## src/design/trace_trig_pkg.sv

```systemverilog
// constants, offsets, field positions and mode codes of the bus-trace trigger block
// assumes a 32-bit AXI4-Lite register bus and an 8-bit CPU data bus
package trace_trig_pkg;

    // ************************************************************
    // register byte offsets
    // ************************************************************
    localparam logic [7:0] OFS_TRACE_CONTROL = 8'h00;
    localparam logic [7:0] OFS_TRIGGER_CONFIG = 8'h04;
    localparam logic [7:0] OFS_RUN_STATUS = 8'h08;
    localparam logic [7:0] OFS_COMP_A = 8'h0C;
    localparam logic [7:0] OFS_COMP_B = 8'h10;
    localparam logic [7:0] OFS_FIFO_HIGH_BYTE = 8'h14;
    localparam logic [7:0] OFS_FIFO_LOW_BYTE = 8'h18;

    // ************************************************************
    // field positions
    // ************************************************************
    localparam int CTL_MODULE_ENABLE = 7;
    localparam int CTL_CAPTURE_ACTIVE = 6;
    localparam int CTL_BREAK_TAG = 5;
    localparam int CTL_BREAK_ENABLE = 4;
    localparam int CFG_TRIGGER_TYPE = 7;
    localparam int CFG_BEGIN_SELECT = 6;
    localparam logic [7:0] CFG_WRITE_MASK = 8'hCF;
    localparam int STS_COMP_A_FLAG = 7;
    localparam int STS_COMP_B_FLAG = 6;
    localparam int STS_CAPTURE_ACTIVE = 5;

    // ************************************************************
    // reset values and sizes
    // ************************************************************
    localparam logic [7:0] RST_TRACE_CONTROL = 8'h00;
    localparam logic [7:0] RST_TRIGGER_CONFIG = 8'h00;
    localparam logic [15:0] RST_COMP = 16'h0000;
    localparam int FIFO_WORDS = 8;
    localparam logic [3:0] FIFO_FULL_COUNT = 4'h8;
    localparam logic [1:0] RESP_OKAY = 2'h0;
    localparam logic [1:0] RESP_SLVERR = 2'h2;

    // ************************************************************
    // trigger modes
    // ************************************************************
    localparam logic [3:0] MODE_A_ONLY = 4'h0;
    localparam logic [3:0] MODE_A_OR_B = 4'h1;
    localparam logic [3:0] MODE_A_THEN_B = 4'h2;
    localparam logic [3:0] MODE_EVENT_B = 4'h3;
    localparam logic [3:0] MODE_A_THEN_EVENT_B = 4'h4;
    localparam logic [3:0] MODE_A_AND_DATA = 4'h5;
    localparam logic [3:0] MODE_A_AND_NOT_DATA = 4'h6;
    localparam logic [3:0] MODE_INSIDE = 4'h7;
    localparam logic [3:0] MODE_OUTSIDE = 4'h8;

    function automatic logic addrMapped(input logic [7:0] a);
        addrMapped = (a == OFS_TRACE_CONTROL) || (a == OFS_TRIGGER_CONFIG) ||
            (a == OFS_RUN_STATUS) || (a == OFS_COMP_A) || (a == OFS_COMP_B) ||
            (a == OFS_FIFO_HIGH_BYTE) || (a == OFS_FIFO_LOW_BYTE);
    endfunction : addrMapped

    function automatic logic eventOnlyMode(input logic [3:0] m);
        eventOnlyMode = (m == MODE_EVENT_B) || (m == MODE_A_THEN_EVENT_B);
    endfunction : eventOnlyMode

endpackage : trace_trig_pkg

```

## src/design/axil_reg_slave.sv

```systemverilog
// AXI4-Lite slave front end: turns bus transfers into one-cycle register strobes
// assumes the register file answers reads combinationally in the strobe cycle
`timescale 1ns/100ps
module axil_reg_slave (
    input wire logic clk, // bus clock
    input wire logic rst_b, // async reset, active low
    input wire logic [7:0] awaddr, // write address
    input wire logic awvalid, // write address valid
    output logic awready, // write address ready
    input wire logic [31:0] wdata, // write data
    input wire logic [3:0] wstrb, // write byte enables
    input wire logic wvalid, // write data valid
    output logic wready, // write data ready
    output logic [1:0] bresp, // write response
    output logic bvalid, // write response valid
    input wire logic bready, // write response ready
    input wire logic [7:0] araddr, // read address
    input wire logic arvalid, // read address valid
    output logic arready, // read address ready
    output logic [31:0] rdata, // read data
    output logic [1:0] rresp, // read response
    output logic rvalid, // read data valid
    input wire logic rready, // read data ready
    output logic wrEn, // one-cycle register write strobe
    output logic [7:0] wrAddr, // register write address
    output logic [31:0] wrData, // register write data
    output logic [3:0] wrStrb, // register write byte enables
    output logic rdEn, // one-cycle register read strobe
    output logic [7:0] rdAddr, // register read address
    input wire logic [31:0] rdValue // register read value during rdEn
);
    import trace_trig_pkg::*;

    typedef struct packed {
        logic awGot;
        logic wGot;
        logic awReady;
        logic wReady;
        logic [7:0] wAddr;
        logic [31:0] wData;
        logic [3:0] wStrb;
        logic wrPulse;
        logic bValid;
        logic [1:0] bResp;
        logic arReady;
        logic rdPulse;
        logic [7:0] rAddr;
        logic rValid;
        logic [31:0] rData;
        logic [1:0] rResp;
    } slave_t;

    slave_t st_r;
    slave_t st_nxt;

    always_comb begin
        st_nxt = st_r;
        st_nxt.wrPulse = 1'b0;
        st_nxt.rdPulse = 1'b0;
        if (awvalid && st_r.awReady) begin
            st_nxt.awGot = 1'b1;
            st_nxt.wAddr = awaddr;
        end
        if (wvalid && st_r.wReady) begin
            st_nxt.wGot = 1'b1;
            st_nxt.wData = wdata;
            st_nxt.wStrb = wstrb;
        end
        if (st_r.awGot && st_r.wGot && !st_r.bValid) begin
            // unmapped writes are dropped but still answered
            st_nxt.wrPulse = addrMapped(st_r.wAddr);
            st_nxt.bValid = 1'b1;
            st_nxt.bResp = addrMapped(st_r.wAddr) ? RESP_OKAY : RESP_SLVERR;
            st_nxt.awGot = 1'b0;
            st_nxt.wGot = 1'b0;
        end else if (st_r.bValid && bready) begin
            st_nxt.bValid = 1'b0;
        end
        st_nxt.awReady = !st_nxt.awGot && !st_nxt.bValid;
        st_nxt.wReady = !st_nxt.wGot && !st_nxt.bValid;
        if (arvalid && st_r.arReady) begin
            st_nxt.arReady = 1'b0;
            st_nxt.rAddr = araddr;
            st_nxt.rdPulse = addrMapped(araddr);
            st_nxt.rResp = addrMapped(araddr) ? RESP_OKAY : RESP_SLVERR;
        end
        if (st_r.rdPulse || (!st_r.arReady && !st_r.rValid)) begin
            st_nxt.rValid = 1'b1;
            st_nxt.rData = st_r.rdPulse ? rdValue : 32'h00000000;
        end else if (st_r.rValid && rready) begin
            st_nxt.rValid = 1'b0;
            st_nxt.arReady = 1'b1;
        end
    end

    always_ff @(posedge clk or negedge rst_b) begin
        if (!rst_b) begin
            st_r <= '0;
            st_r.awReady <= 1'b1;
            st_r.wReady <= 1'b1;
            st_r.arReady <= 1'b1;
        end else begin
            st_r <= st_nxt;
        end
    end

    assign awready = st_r.awReady;
    assign wready = st_r.wReady;
    assign bvalid = st_r.bValid;
    assign bresp = st_r.bResp;
    assign arready = st_r.arReady;
    assign rvalid = st_r.rValid;
    assign rdata = st_r.rData;
    assign rresp = st_r.rResp;
    assign wrEn = st_r.wrPulse;
    assign wrAddr = st_r.wAddr;
    assign wrData = st_r.wData;
    assign wrStrb = st_r.wStrb;
    assign rdEn = st_r.rdPulse;
    assign rdAddr = st_r.rAddr;

endmodule : axil_reg_slave

```

## src/design/bus_trace_trigger.sv

```systemverilog
// bus-trace trigger selection, run status and eight-word capture store
// assumes CPU bus strobes are synchronous to clk and valid for one cycle each
`timescale 1ns/100ps
module bus_trace_trigger #(
    parameter int DEPTH = trace_trig_pkg::FIFO_WORDS // capture store words
) (
    input wire logic clk, // CPU bus clock, 40 MHz
    input wire logic rst_b, // async reset, active low
    input wire logic [7:0] awaddr, // AXI write address
    input wire logic awvalid, // AXI write address valid
    output logic awready, // AXI write address ready
    input wire logic [31:0] wdata, // AXI write data
    input wire logic [3:0] wstrb, // AXI write strobes
    input wire logic wvalid, // AXI write data valid
    output logic wready, // AXI write data ready
    output logic [1:0] bresp, // AXI write response
    output logic bvalid, // AXI write response valid
    input wire logic bready, // AXI write response ready
    input wire logic [7:0] araddr, // AXI read address
    input wire logic arvalid, // AXI read address valid
    output logic arready, // AXI read address ready
    output logic [31:0] rdata, // AXI read data
    output logic [1:0] rresp, // AXI read response
    output logic rvalid, // AXI read valid
    input wire logic rready, // AXI read ready
    input wire logic busValid, // CPU bus cycle strobe
    input wire logic [15:0] busAddr, // CPU bus address
    input wire logic [7:0] busData, // CPU bus data
    input wire logic opcodeFetch, // current cycle is an opcode fetch
    input wire logic opcodeExec, // last fetched opcode executes now
    input wire logic secure, // device is in secure state
    output logic breakReq, // one-cycle CPU break request
    output logic breakTag // break type: 1 tag, 0 force
);
    import trace_trig_pkg::*;

    typedef enum logic [1:0] {IDLE, WAIT_TRIG, STORE, CIRCULAR} run_t;

    typedef struct packed {
        run_t run;
        logic [7:0] control;
        logic [7:0] trigCfg;
        logic [15:0] compA;
        logic [15:0] compB;
        logic flagA;
        logic flagB;
        logic seenA;
        logic pendA;
        logic pendB;
        logic [3:0] count;
        logic [2:0] wrPtr;
        logic [2:0] rdPtr;
        logic brk;
        logic [DEPTH-1:0][15:0] fifo;
    } state_t;

    state_t st_r;
    state_t st_nxt;

    logic wrEn;
    logic [7:0] wrAddr;
    logic [31:0] wrData;
    logic [3:0] wrStrb;
    logic rdEn;
    logic [7:0] rdAddr;
    logic [31:0] rdValue;

    axil_reg_slave u_slave (
        .clk(clk),
        .rst_b(rst_b),
        .awaddr(awaddr),
        .awvalid(awvalid),
        .awready(awready),
        .wdata(wdata),
        .wstrb(wstrb),
        .wvalid(wvalid),
        .wready(wready),
        .bresp(bresp),
        .bvalid(bvalid),
        .bready(bready),
        .araddr(araddr),
        .arvalid(arvalid),
        .arready(arready),
        .rdata(rdata),
        .rresp(rresp),
        .rvalid(rvalid),
        .rready(rready),
        .wrEn(wrEn),
        .wrAddr(wrAddr),
        .wrData(wrData),
        .wrStrb(wrStrb),
        .rdEn(rdEn),
        .rdAddr(rdAddr),
        .rdValue(rdValue)
    );

    // ************************************************************
    // comparators and trigger mode decode
    // ************************************************************
    logic [3:0] mode;
    logic eventMode;
    logic beginTrace;
    logic rawA;
    logic rawB;
    logic hitA;
    logic hitB;
    logic dataEq;
    logic trig;
    logic armed;
    logic [7:0] statusByte;

    assign mode = st_r.trigCfg[3:0];
    assign eventMode = eventOnlyMode(mode);
    assign beginTrace = st_r.trigCfg[CFG_BEGIN_SELECT] || eventMode;
    assign armed = st_r.run != IDLE;
    assign rawA = busValid && (busAddr == st_r.compA);
    assign rawB = busValid && (busAddr == st_r.compB);
    assign dataEq = busData == st_r.compB[7:0];
    // tag type waits for the matched opcode to execute; force fires on the access
    assign hitA = st_r.trigCfg[CFG_TRIGGER_TYPE] ? (opcodeExec && st_r.pendA) : rawA;
    assign hitB = st_r.trigCfg[CFG_TRIGGER_TYPE] ? (opcodeExec && st_r.pendB) : rawB;

    always_comb begin
        case (mode)
            MODE_A_ONLY: trig = hitA;
            MODE_A_OR_B: trig = hitA || hitB;
            MODE_A_THEN_B, MODE_A_THEN_EVENT_B: trig = st_r.seenA && hitB;
            MODE_EVENT_B: trig = hitB;
            MODE_A_AND_DATA: trig = hitA && dataEq;
            MODE_A_AND_NOT_DATA: trig = hitA && !dataEq;
            MODE_INSIDE: trig = busValid && busAddr >= st_r.compA &&
                busAddr <= st_r.compB;
            MODE_OUTSIDE: trig = busValid && (busAddr < st_r.compA ||
                busAddr > st_r.compB);
            default: trig = 1'b0;
        endcase
    end

    // ************************************************************
    // register read mux
    // ************************************************************
    assign statusByte = {st_r.flagA, st_r.flagB,
        st_r.control[CTL_MODULE_ENABLE] && armed, 1'b0, st_r.count};

    always_comb begin
        case (rdAddr)
            OFS_TRACE_CONTROL: rdValue = {24'h000000, st_r.control};
            OFS_TRIGGER_CONFIG: rdValue = {24'h000000, st_r.trigCfg};
            OFS_RUN_STATUS: rdValue = {24'h000000, statusByte};
            OFS_COMP_A: rdValue = {16'h0000, st_r.compA};
            OFS_COMP_B: rdValue = {16'h0000, st_r.compB};
            OFS_FIFO_HIGH_BYTE: rdValue = {24'h000000,
                eventMode ? 8'h00 : st_r.fifo[st_r.rdPtr][15:8]};
            OFS_FIFO_LOW_BYTE: rdValue = {24'h000000, st_r.fifo[st_r.rdPtr][7:0]};
            default: rdValue = 32'h00000000;
        endcase
    end

    // ************************************************************
    // run control and capture
    // ************************************************************
    logic storeNow;
    logic [15:0] storeWord;

    // event-only modes keep just the data byte of each B event
    assign storeWord = eventMode ? {8'h00, busData} : busAddr;

    always_comb begin
        st_nxt = st_r;
        st_nxt.brk = 1'b0;
        storeNow = 1'b0;
        if (busValid && opcodeFetch) begin
            st_nxt.pendA = rawA;
            st_nxt.pendB = rawB;
        end
        if (armed) begin
            if (hitA) begin
                st_nxt.flagA = 1'b1;
                st_nxt.seenA = 1'b1;
            end
            if (hitB) begin
                st_nxt.flagB = 1'b1;
            end
        end
        case (st_r.run)
            IDLE: begin
                // a low-byte read while idle steps the read pointer along the capture store
                if (rdEn && rdAddr == OFS_FIFO_LOW_BYTE) begin
                    st_nxt.rdPtr = st_r.rdPtr + 3'h1;
                end
            end
            WAIT_TRIG: begin
                if (trig) begin
                    st_nxt.run = STORE;
                    storeNow = eventMode ? hitB : busValid && opcodeFetch;
                end
            end
            STORE: begin
                storeNow = eventMode ? (hitB && (mode == MODE_EVENT_B || st_r.seenA)) :
                    (busValid && opcodeFetch);
            end
            CIRCULAR: begin
                storeNow = busValid && opcodeFetch;
                if (trig) begin
                    st_nxt.run = IDLE;
                    st_nxt.control[CTL_CAPTURE_ACTIVE] = 1'b0;
                    st_nxt.brk = st_r.control[CTL_BREAK_ENABLE];
                end
            end
            default: st_nxt.run = IDLE;
        endcase
        if (storeNow) begin
            st_nxt.fifo[st_r.wrPtr] = storeWord;
            st_nxt.wrPtr = st_r.wrPtr + 3'h1;
            if (st_r.count != FIFO_FULL_COUNT) begin
                st_nxt.count = st_r.count + 4'h1;
            end
            if (st_r.run != CIRCULAR && st_r.count == FIFO_FULL_COUNT - 4'h1) begin
                st_nxt.run = IDLE;
                st_nxt.control[CTL_CAPTURE_ACTIVE] = 1'b0;
                st_nxt.brk = st_r.control[CTL_BREAK_ENABLE];
            end
        end
        if (st_nxt.run == IDLE && armed) begin
            st_nxt.rdPtr = st_nxt.wrPtr - st_nxt.count[2:0];
        end
        // a trace control write overrides the run state and control byte set by an automatic run end of the same cycle
        if (wrEn && wrStrb[0]) begin
            case (wrAddr)
                OFS_TRACE_CONTROL: begin
                    st_nxt.control = wrData[7:0];
                    if (secure && !st_r.control[CTL_MODULE_ENABLE]) begin
                        st_nxt.control[CTL_MODULE_ENABLE] = 1'b0;
                    end
                    if (!st_nxt.control[CTL_MODULE_ENABLE] ||
                        !st_nxt.control[CTL_CAPTURE_ACTIVE]) begin
                        st_nxt.run = IDLE;
                        st_nxt.control[CTL_CAPTURE_ACTIVE] = 1'b0;
                    end else begin
                        st_nxt.run = beginTrace ? WAIT_TRIG : CIRCULAR;
                        st_nxt.flagA = 1'b0;
                        st_nxt.flagB = 1'b0;
                        st_nxt.seenA = 1'b0;
                        st_nxt.count = 4'h0;
                        st_nxt.wrPtr = 3'h0;
                        st_nxt.rdPtr = 3'h0;
                    end
                end
                OFS_TRIGGER_CONFIG: begin
                    if (!st_r.control[CTL_CAPTURE_ACTIVE]) begin
                        st_nxt.trigCfg = wrData[7:0] & CFG_WRITE_MASK;
                    end
                end
                OFS_COMP_A: st_nxt.compA[7:0] = wrData[7:0];
                OFS_COMP_B: st_nxt.compB[7:0] = wrData[7:0];
                default: st_nxt.trigCfg = st_nxt.trigCfg;
            endcase
        end
        if (wrEn && wrStrb[1]) begin
            if (wrAddr == OFS_COMP_A) st_nxt.compA[15:8] = wrData[15:8];
            if (wrAddr == OFS_COMP_B) st_nxt.compB[15:8] = wrData[15:8];
        end
    end

    always_ff @(posedge clk or negedge rst_b) begin
        if (!rst_b) begin
            st_r <= '0;
            st_r.control <= RST_TRACE_CONTROL;
            st_r.trigCfg <= RST_TRIGGER_CONFIG;
            st_r.compA <= RST_COMP;
            st_r.compB <= RST_COMP;
        end else begin
            st_r <= st_nxt;
        end
    end

    assign breakReq = st_r.brk;
    assign breakTag = st_r.control[CTL_BREAK_TAG];
endmodule : bus_trace_trigger

```

## config.mk

```make
export PLATFORM = sky130hd
export DESIGN_NAME = bus_trace_trigger
export DESIGN_NICKNAME = d
export VERILOG_FILES = /design/src/design/trace_trig_pkg.sv /design/src/design/axil_reg_slave.sv /design/src/design/bus_trace_trigger.sv
export SDC_FILE = /design/constraint.sdc
export NUM_CORES = 1
export LEC_CHECK = 0
export BUFFER_PORTS_ARGS = -buffer_cell sky130_fd_sc_hd__buf_2
export CAP_MARGIN = 25
export CORE_AREA = 2 2 150 152
export CTS_CLUSTER_SIZE = 24
export DETAILED_ROUTE_END_ITERATION = 10
export DIE_AREA = 0 0 152 154
export PLACE_DENSITY = 0.79
export SYNTH_ARGS = -nofsm -noshare
export SYNTH_HDL_FRONTEND = slang
export SYNTH_SLANG_ARGS = --single-unit
export TNS_END_PERCENT = 5
```

## constraint.sdc

```tcl
create_clock -name clk -period 4.8 [get_ports clk]
set_input_delay 0.48 -clock clk [delete_from_list [all_inputs] [get_ports clk]]
set_output_delay 0.48 -clock clk [all_outputs]
set_load 0.05 [all_outputs]
```

==> flow_metrics.env <==
export IMPL_wl_cell_um=21.4
export IMPL_cpMostUsedCell="sky130_fd_sc_hd__a21oi_1"
export IMPL_synthArstFlopShare=1.00
export IMPL_relSlewSlack=0.310
export IMPL_final_core_util=0.657
export IMPL_synth_top_cells_by_count="sky130_fd_sc_hd__dfrtp_1 (250), sky130_fd_sc_hd__mux2_2 (161), sky130_fd_sc_hd__nand2_1 (100), sky130_fd_sc_hd__o21ai_0 (56), sky130_fd_sc_hd__nor2_1 (49)"
export IMPL_gr_total_overflow=0
export IMPL_synth_seq_cells=253
export IMPL_post_layout_nonfiller_instances=1425
export IMPL_finalSetupViolations=0
export IMPL_setup_worst_path_class="reg2reg"
export IMPL_worst_margin_pin_slew_ns=1.03
export IMPL_net_switching_power_mw=1.46
export IMPL_fill_cells=1619
export IMPL_cts_htree_levels=1
export IMPL_fp_dieArea_um2=23400
export IMPL_yosys_area_top_type_share=0.493
export IMPL_placed_cells=1375
export IMPL_synth_yosys_warnings=0
export IMPL_globalRouteTotalUtil=0.263
export IMPL_portBuffers=93
export IMPL_ys_flop_type="sky130_fd_sc_hd__dfrtp_1"
export IMPL_cts_max_path_buffers=3
export IMPL_r2r_setup_slack_ns=0.73
export IMPL_critical_path_slowest_cell="sky130_fd_sc_hd__nor4_1"
export IMPL_final_design_area_no_fill_um2=14200
export IMPL_routed_wirelength_mm=30.5
export IMPL_route_detailed_drc=0
export IMPL_die_y_um=154
export IMPL_power_switching_fraction=0.273
export IMPL_cts_tree="built"
export IMPL_final_max_slew_violation_count=0
export IMPL_pwr_share_seq=0.474
export IMPL_gp_routability_congestion=0.965
export IMPL_wp_data_required_ns=5.17
export IMPL_final_hold_slack_ns=0.0172
export IMPL_clk_transition_reported_paths_ns=0.06
export IMPL_syn_cell_area_um2=12700
export IMPL_run_status="completed"
export IMPL_synth_largest_area_cell="sky130_fd_sc_hd__dfrtp_1"
export IMPL_initial_utilization=0.585
export IMPL_power_internal_mw=3.90
export IMPL_pin_count=130
export IMPL_number_of_antenna_violations_at_the_first_check_in_global_routing=1
export IMPL_path_max_fanout=7
export IMPL_arrival_ns=4.44
export IMPL_postCtsHoldBufs=0
export IMPL_clkSinkCount=253
export IMPL_timing_setup_tns_ns=0
export IMPL_r2r_worst_path_depth=14
export IMPL_final_hold_violation_count=0
export IMPL_core_area_um2=21700
export IMPL_timing_final_crit_share=0.847
export IMPL_cts_resized_gates=0
export IMPL_synthToLayoutAreaGrowth_pct=12.3
export IMPL_synth_instances=1042
export IMPL_post_dp_cell_area_um2=13300
export IMPL_grt_start_max_net_pins=148
export IMPL_r2r_start="st_r[155]"
export IMPL_grt_setup_unrepaired="no"
export IMPL_register_area_um2=6340
export IMPL_synthTopCellsByArea="sky130_fd_sc_hd__dfrtp_1 (49%), sky130_fd_sc_hd__mux2_2 (14%), sky130_fd_sc_hd__mux4_2 (5.7%), sky130_fd_sc_hd__ha_1 (3.6%), sky130_fd_sc_hd__nand2_1 (3.0%)"
export IMPL_powerDensity_nw_per_um2=376
export IMPL_p_leak_nw=6.58
export IMPL_worst_ir_drop_vdd_mv=0.383
export IMPL_chipWidth_um=152
export IMPL_crit_chain="inv_1, ha_1, nand4_1, nor4_1, a21oi_1, nor3_2, nand3_1, a31oi_2, or2_1, buf_4, mux2_2, fa_1, xor3_1, a21oi_1"
export IMPL_drv_max_cap_violation_count=0
export IMPL_seq_area_frac_synth=0.499
export IMPL_grt_pass1_wl_mm=48.8
export IMPL_dr_pass1_iters=5
export IMPL_max_freq_ghz=0.246
export IMPL_finalClockSkew_ns=0.0125
export IMPL_synth_enable_flop_cells=0
export IMPL_synth_cell_type_count=76
export IMPL_first_global_vias=8940
export IMPL_core_rowCount=54
export IMPL_multi_input_comb_area_um2=5810
export IMPL_ctsRootBufferMaster="sky130_fd_sc_hd__clkbuf_16"
export IMPL_final_antenna_net_count=0
export IMPL_combinational_fraction_of_design_power=0.126
export IMPL_hpwl_mm=21.1
export IMPL_via_count=8624
export IMPL_critical_path_max_stage_delay_ns=0.68
export IMPL_postCtsSetupRepairBufs=0
export IMPL_r2r_end="st_r[131]"
export IMPL_startpoint_type="flop"
export IMPL_routed_via_density=6.05
export IMPL_number_of_clock_buffers_inserted_by_tritoncts=27
export IMPL_crit_path_end_kind="flop"
export IMPL_final_min_clock_period_ns=4.07
export IMPL_post_layout_nets=1250
export IMPL_clkLatencyLatePin_ns=0.53
export IMPL_power_share_clock=0.400
export IMPL_yosysMostFrequentCell="sky130_fd_sc_hd__dfrtp_1"
export IMPL_hold_path_class="in2async"
export IMPL_final_layout_size_suffix_gt1_frac=0.328
export IMPL_drt_iter0_drc=751
export IMPL_syn_area_per_cell_um2=12.2
==> kinds of logic (layout without fill, tap and decap cells) <==
kind of cell | count (synthesis) | in the layout | synth area share
AO/OA/AOI/OAI | 156 | 156 | 0.0788
XOR/XNOR | 15 | 15 | 0.0115
adder cells (fa/ha/maj) | 38 | 38 | 0.0381
buffers and inverters | 118 | 203 | 0.0483
flip-flops | 253 | 253 | 0.499
multiplexers | 228 | 228 | 0.229
other | 1 | 19 | 0.000296
AND/OR/NAND/NOR | 233 | 233 | 0.0941
==> critical path, delay by kind of cell (launching register included) <==
kind / cells / cell delay (ns)
simple gates: 5 / 1.39
xor+xnor: 1 / 0.38
buf+inv: 2 / 0.24
fa+ha+maj: 2 / 0.70
compound gates: 3 / 0.50
mux: 1 / 0.36
flops: 1 / 0.34
==> how the worst max path moves through the flow <==
stage | start | endpoint | slack (ns) | cells past startpoint
2_1_floorplan | busAddr[10] | st_r[131] | 1.11 | 15
3_3_place_gp | busAddr[11] | st_r[131] | 0.64 | 14
3_5_place_dp | busAddr[11] | st_r[131] | 0.58 | 14
4_1_cts | st_r[155] | st_r[131] | 0.78 | 14
5_1_grt | st_r[151] | st_r[131] | 0.44 | 16
6_report | st_r[155] | st_r[131] | 0.73 | 14
==> power by group through the flow <==
stage          logic, mW  registers [mW]  clock network (mW)
2_1_floorplan      0.434            2.56                   0
6_report           0.678            2.54                2.14
3_5_place_dp       0.675            2.56                   0
4_1_cts            0.679            2.53                2.16
3_3_place_gp       0.654            2.56                   0
5_1_grt            0.735            2.56                2.25
==> placed cells by master, fill, tap and decap left out, types with 5 or more instances in the layout <==
| cell | netlist | routed |
|---|---|---|
| sky130_fd_sc_hd__a21oi_1 | 30 | 30 |
| sky130_fd_sc_hd__a222oi_1 | 7 | 7 |
| sky130_fd_sc_hd__a22oi_1 | 14 | 14 |
| sky130_fd_sc_hd__buf_2 | 7 | 92 |
| sky130_fd_sc_hd__buf_4 | 39 | 19 |
| sky130_fd_sc_hd__clkbuf_1 | 23 | 6 |
| sky130_fd_sc_hd__clkbuf_16 | 0 | 27 |
| sky130_fd_sc_hd__conb_1 | 1 | 18 |
| sky130_fd_sc_hd__dfrtp_1 | 250 | 249 |
| sky130_fd_sc_hd__ha_1 | 37 | 37 |
| sky130_fd_sc_hd__inv_1 | 40 | 40 |
| sky130_fd_sc_hd__mux2_1 | 20 | 20 |
| sky130_fd_sc_hd__mux2_2 | 161 | 161 |
| sky130_fd_sc_hd__mux2i_1 | 15 | 15 |
| sky130_fd_sc_hd__mux4_2 | 32 | 32 |
| sky130_fd_sc_hd__nand2_1 | 100 | 100 |
| sky130_fd_sc_hd__nand3_1 | 10 | 10 |
| sky130_fd_sc_hd__nand4_1 | 10 | 10 |
| sky130_fd_sc_hd__nor2_1 | 49 | 49 |
| sky130_fd_sc_hd__nor2b_1 | 16 | 16 |
| sky130_fd_sc_hd__nor3_1 | 6 | 6 |
| sky130_fd_sc_hd__o211ai_1 | 5 | 5 |
| sky130_fd_sc_hd__o21ai_0 | 56 | 56 |
| sky130_fd_sc_hd__o22ai_1 | 8 | 8 |
| sky130_fd_sc_hd__xnor2_1 | 12 | 12 |
==> per-layer routing <==
layer / track usage / vias to the layer above / wire, um
met1: 0.370 / 4383 / 13600
met5: 0 / - / 0
met2: 0.427 / 284 / 14300
met4: 0.0841 / 0 / 964
li1: - / 3891 / -
met3: 0.0352 / 66 / 1720
==> per-stage QoR <==
stage | worst slack [ns] | power (mW)
2_1_floorplan | 1.11 | 2.99
3_3_place_gp | 0.644 | 3.21
3_5_place_dp | 0.579 | 3.24
4_1_cts | 0.780 | 5.37
5_1_grt | 0.439 | 5.54
6_report | 0.733 | 5.36
==> final cells by class <==
type	instances	area share
Antenna cell	1	0.000176
Clock buffer	36	0.0519
Clock inverter	12	0.0119
Inverter	40	0.0105
Multi-Input combinational cell	688	0.408
Sequential cell	253	0.445
Tap cell	280	0.0246
Timing Repair Buffer	115	0.0482
Power figures use the tool's default switching activity.
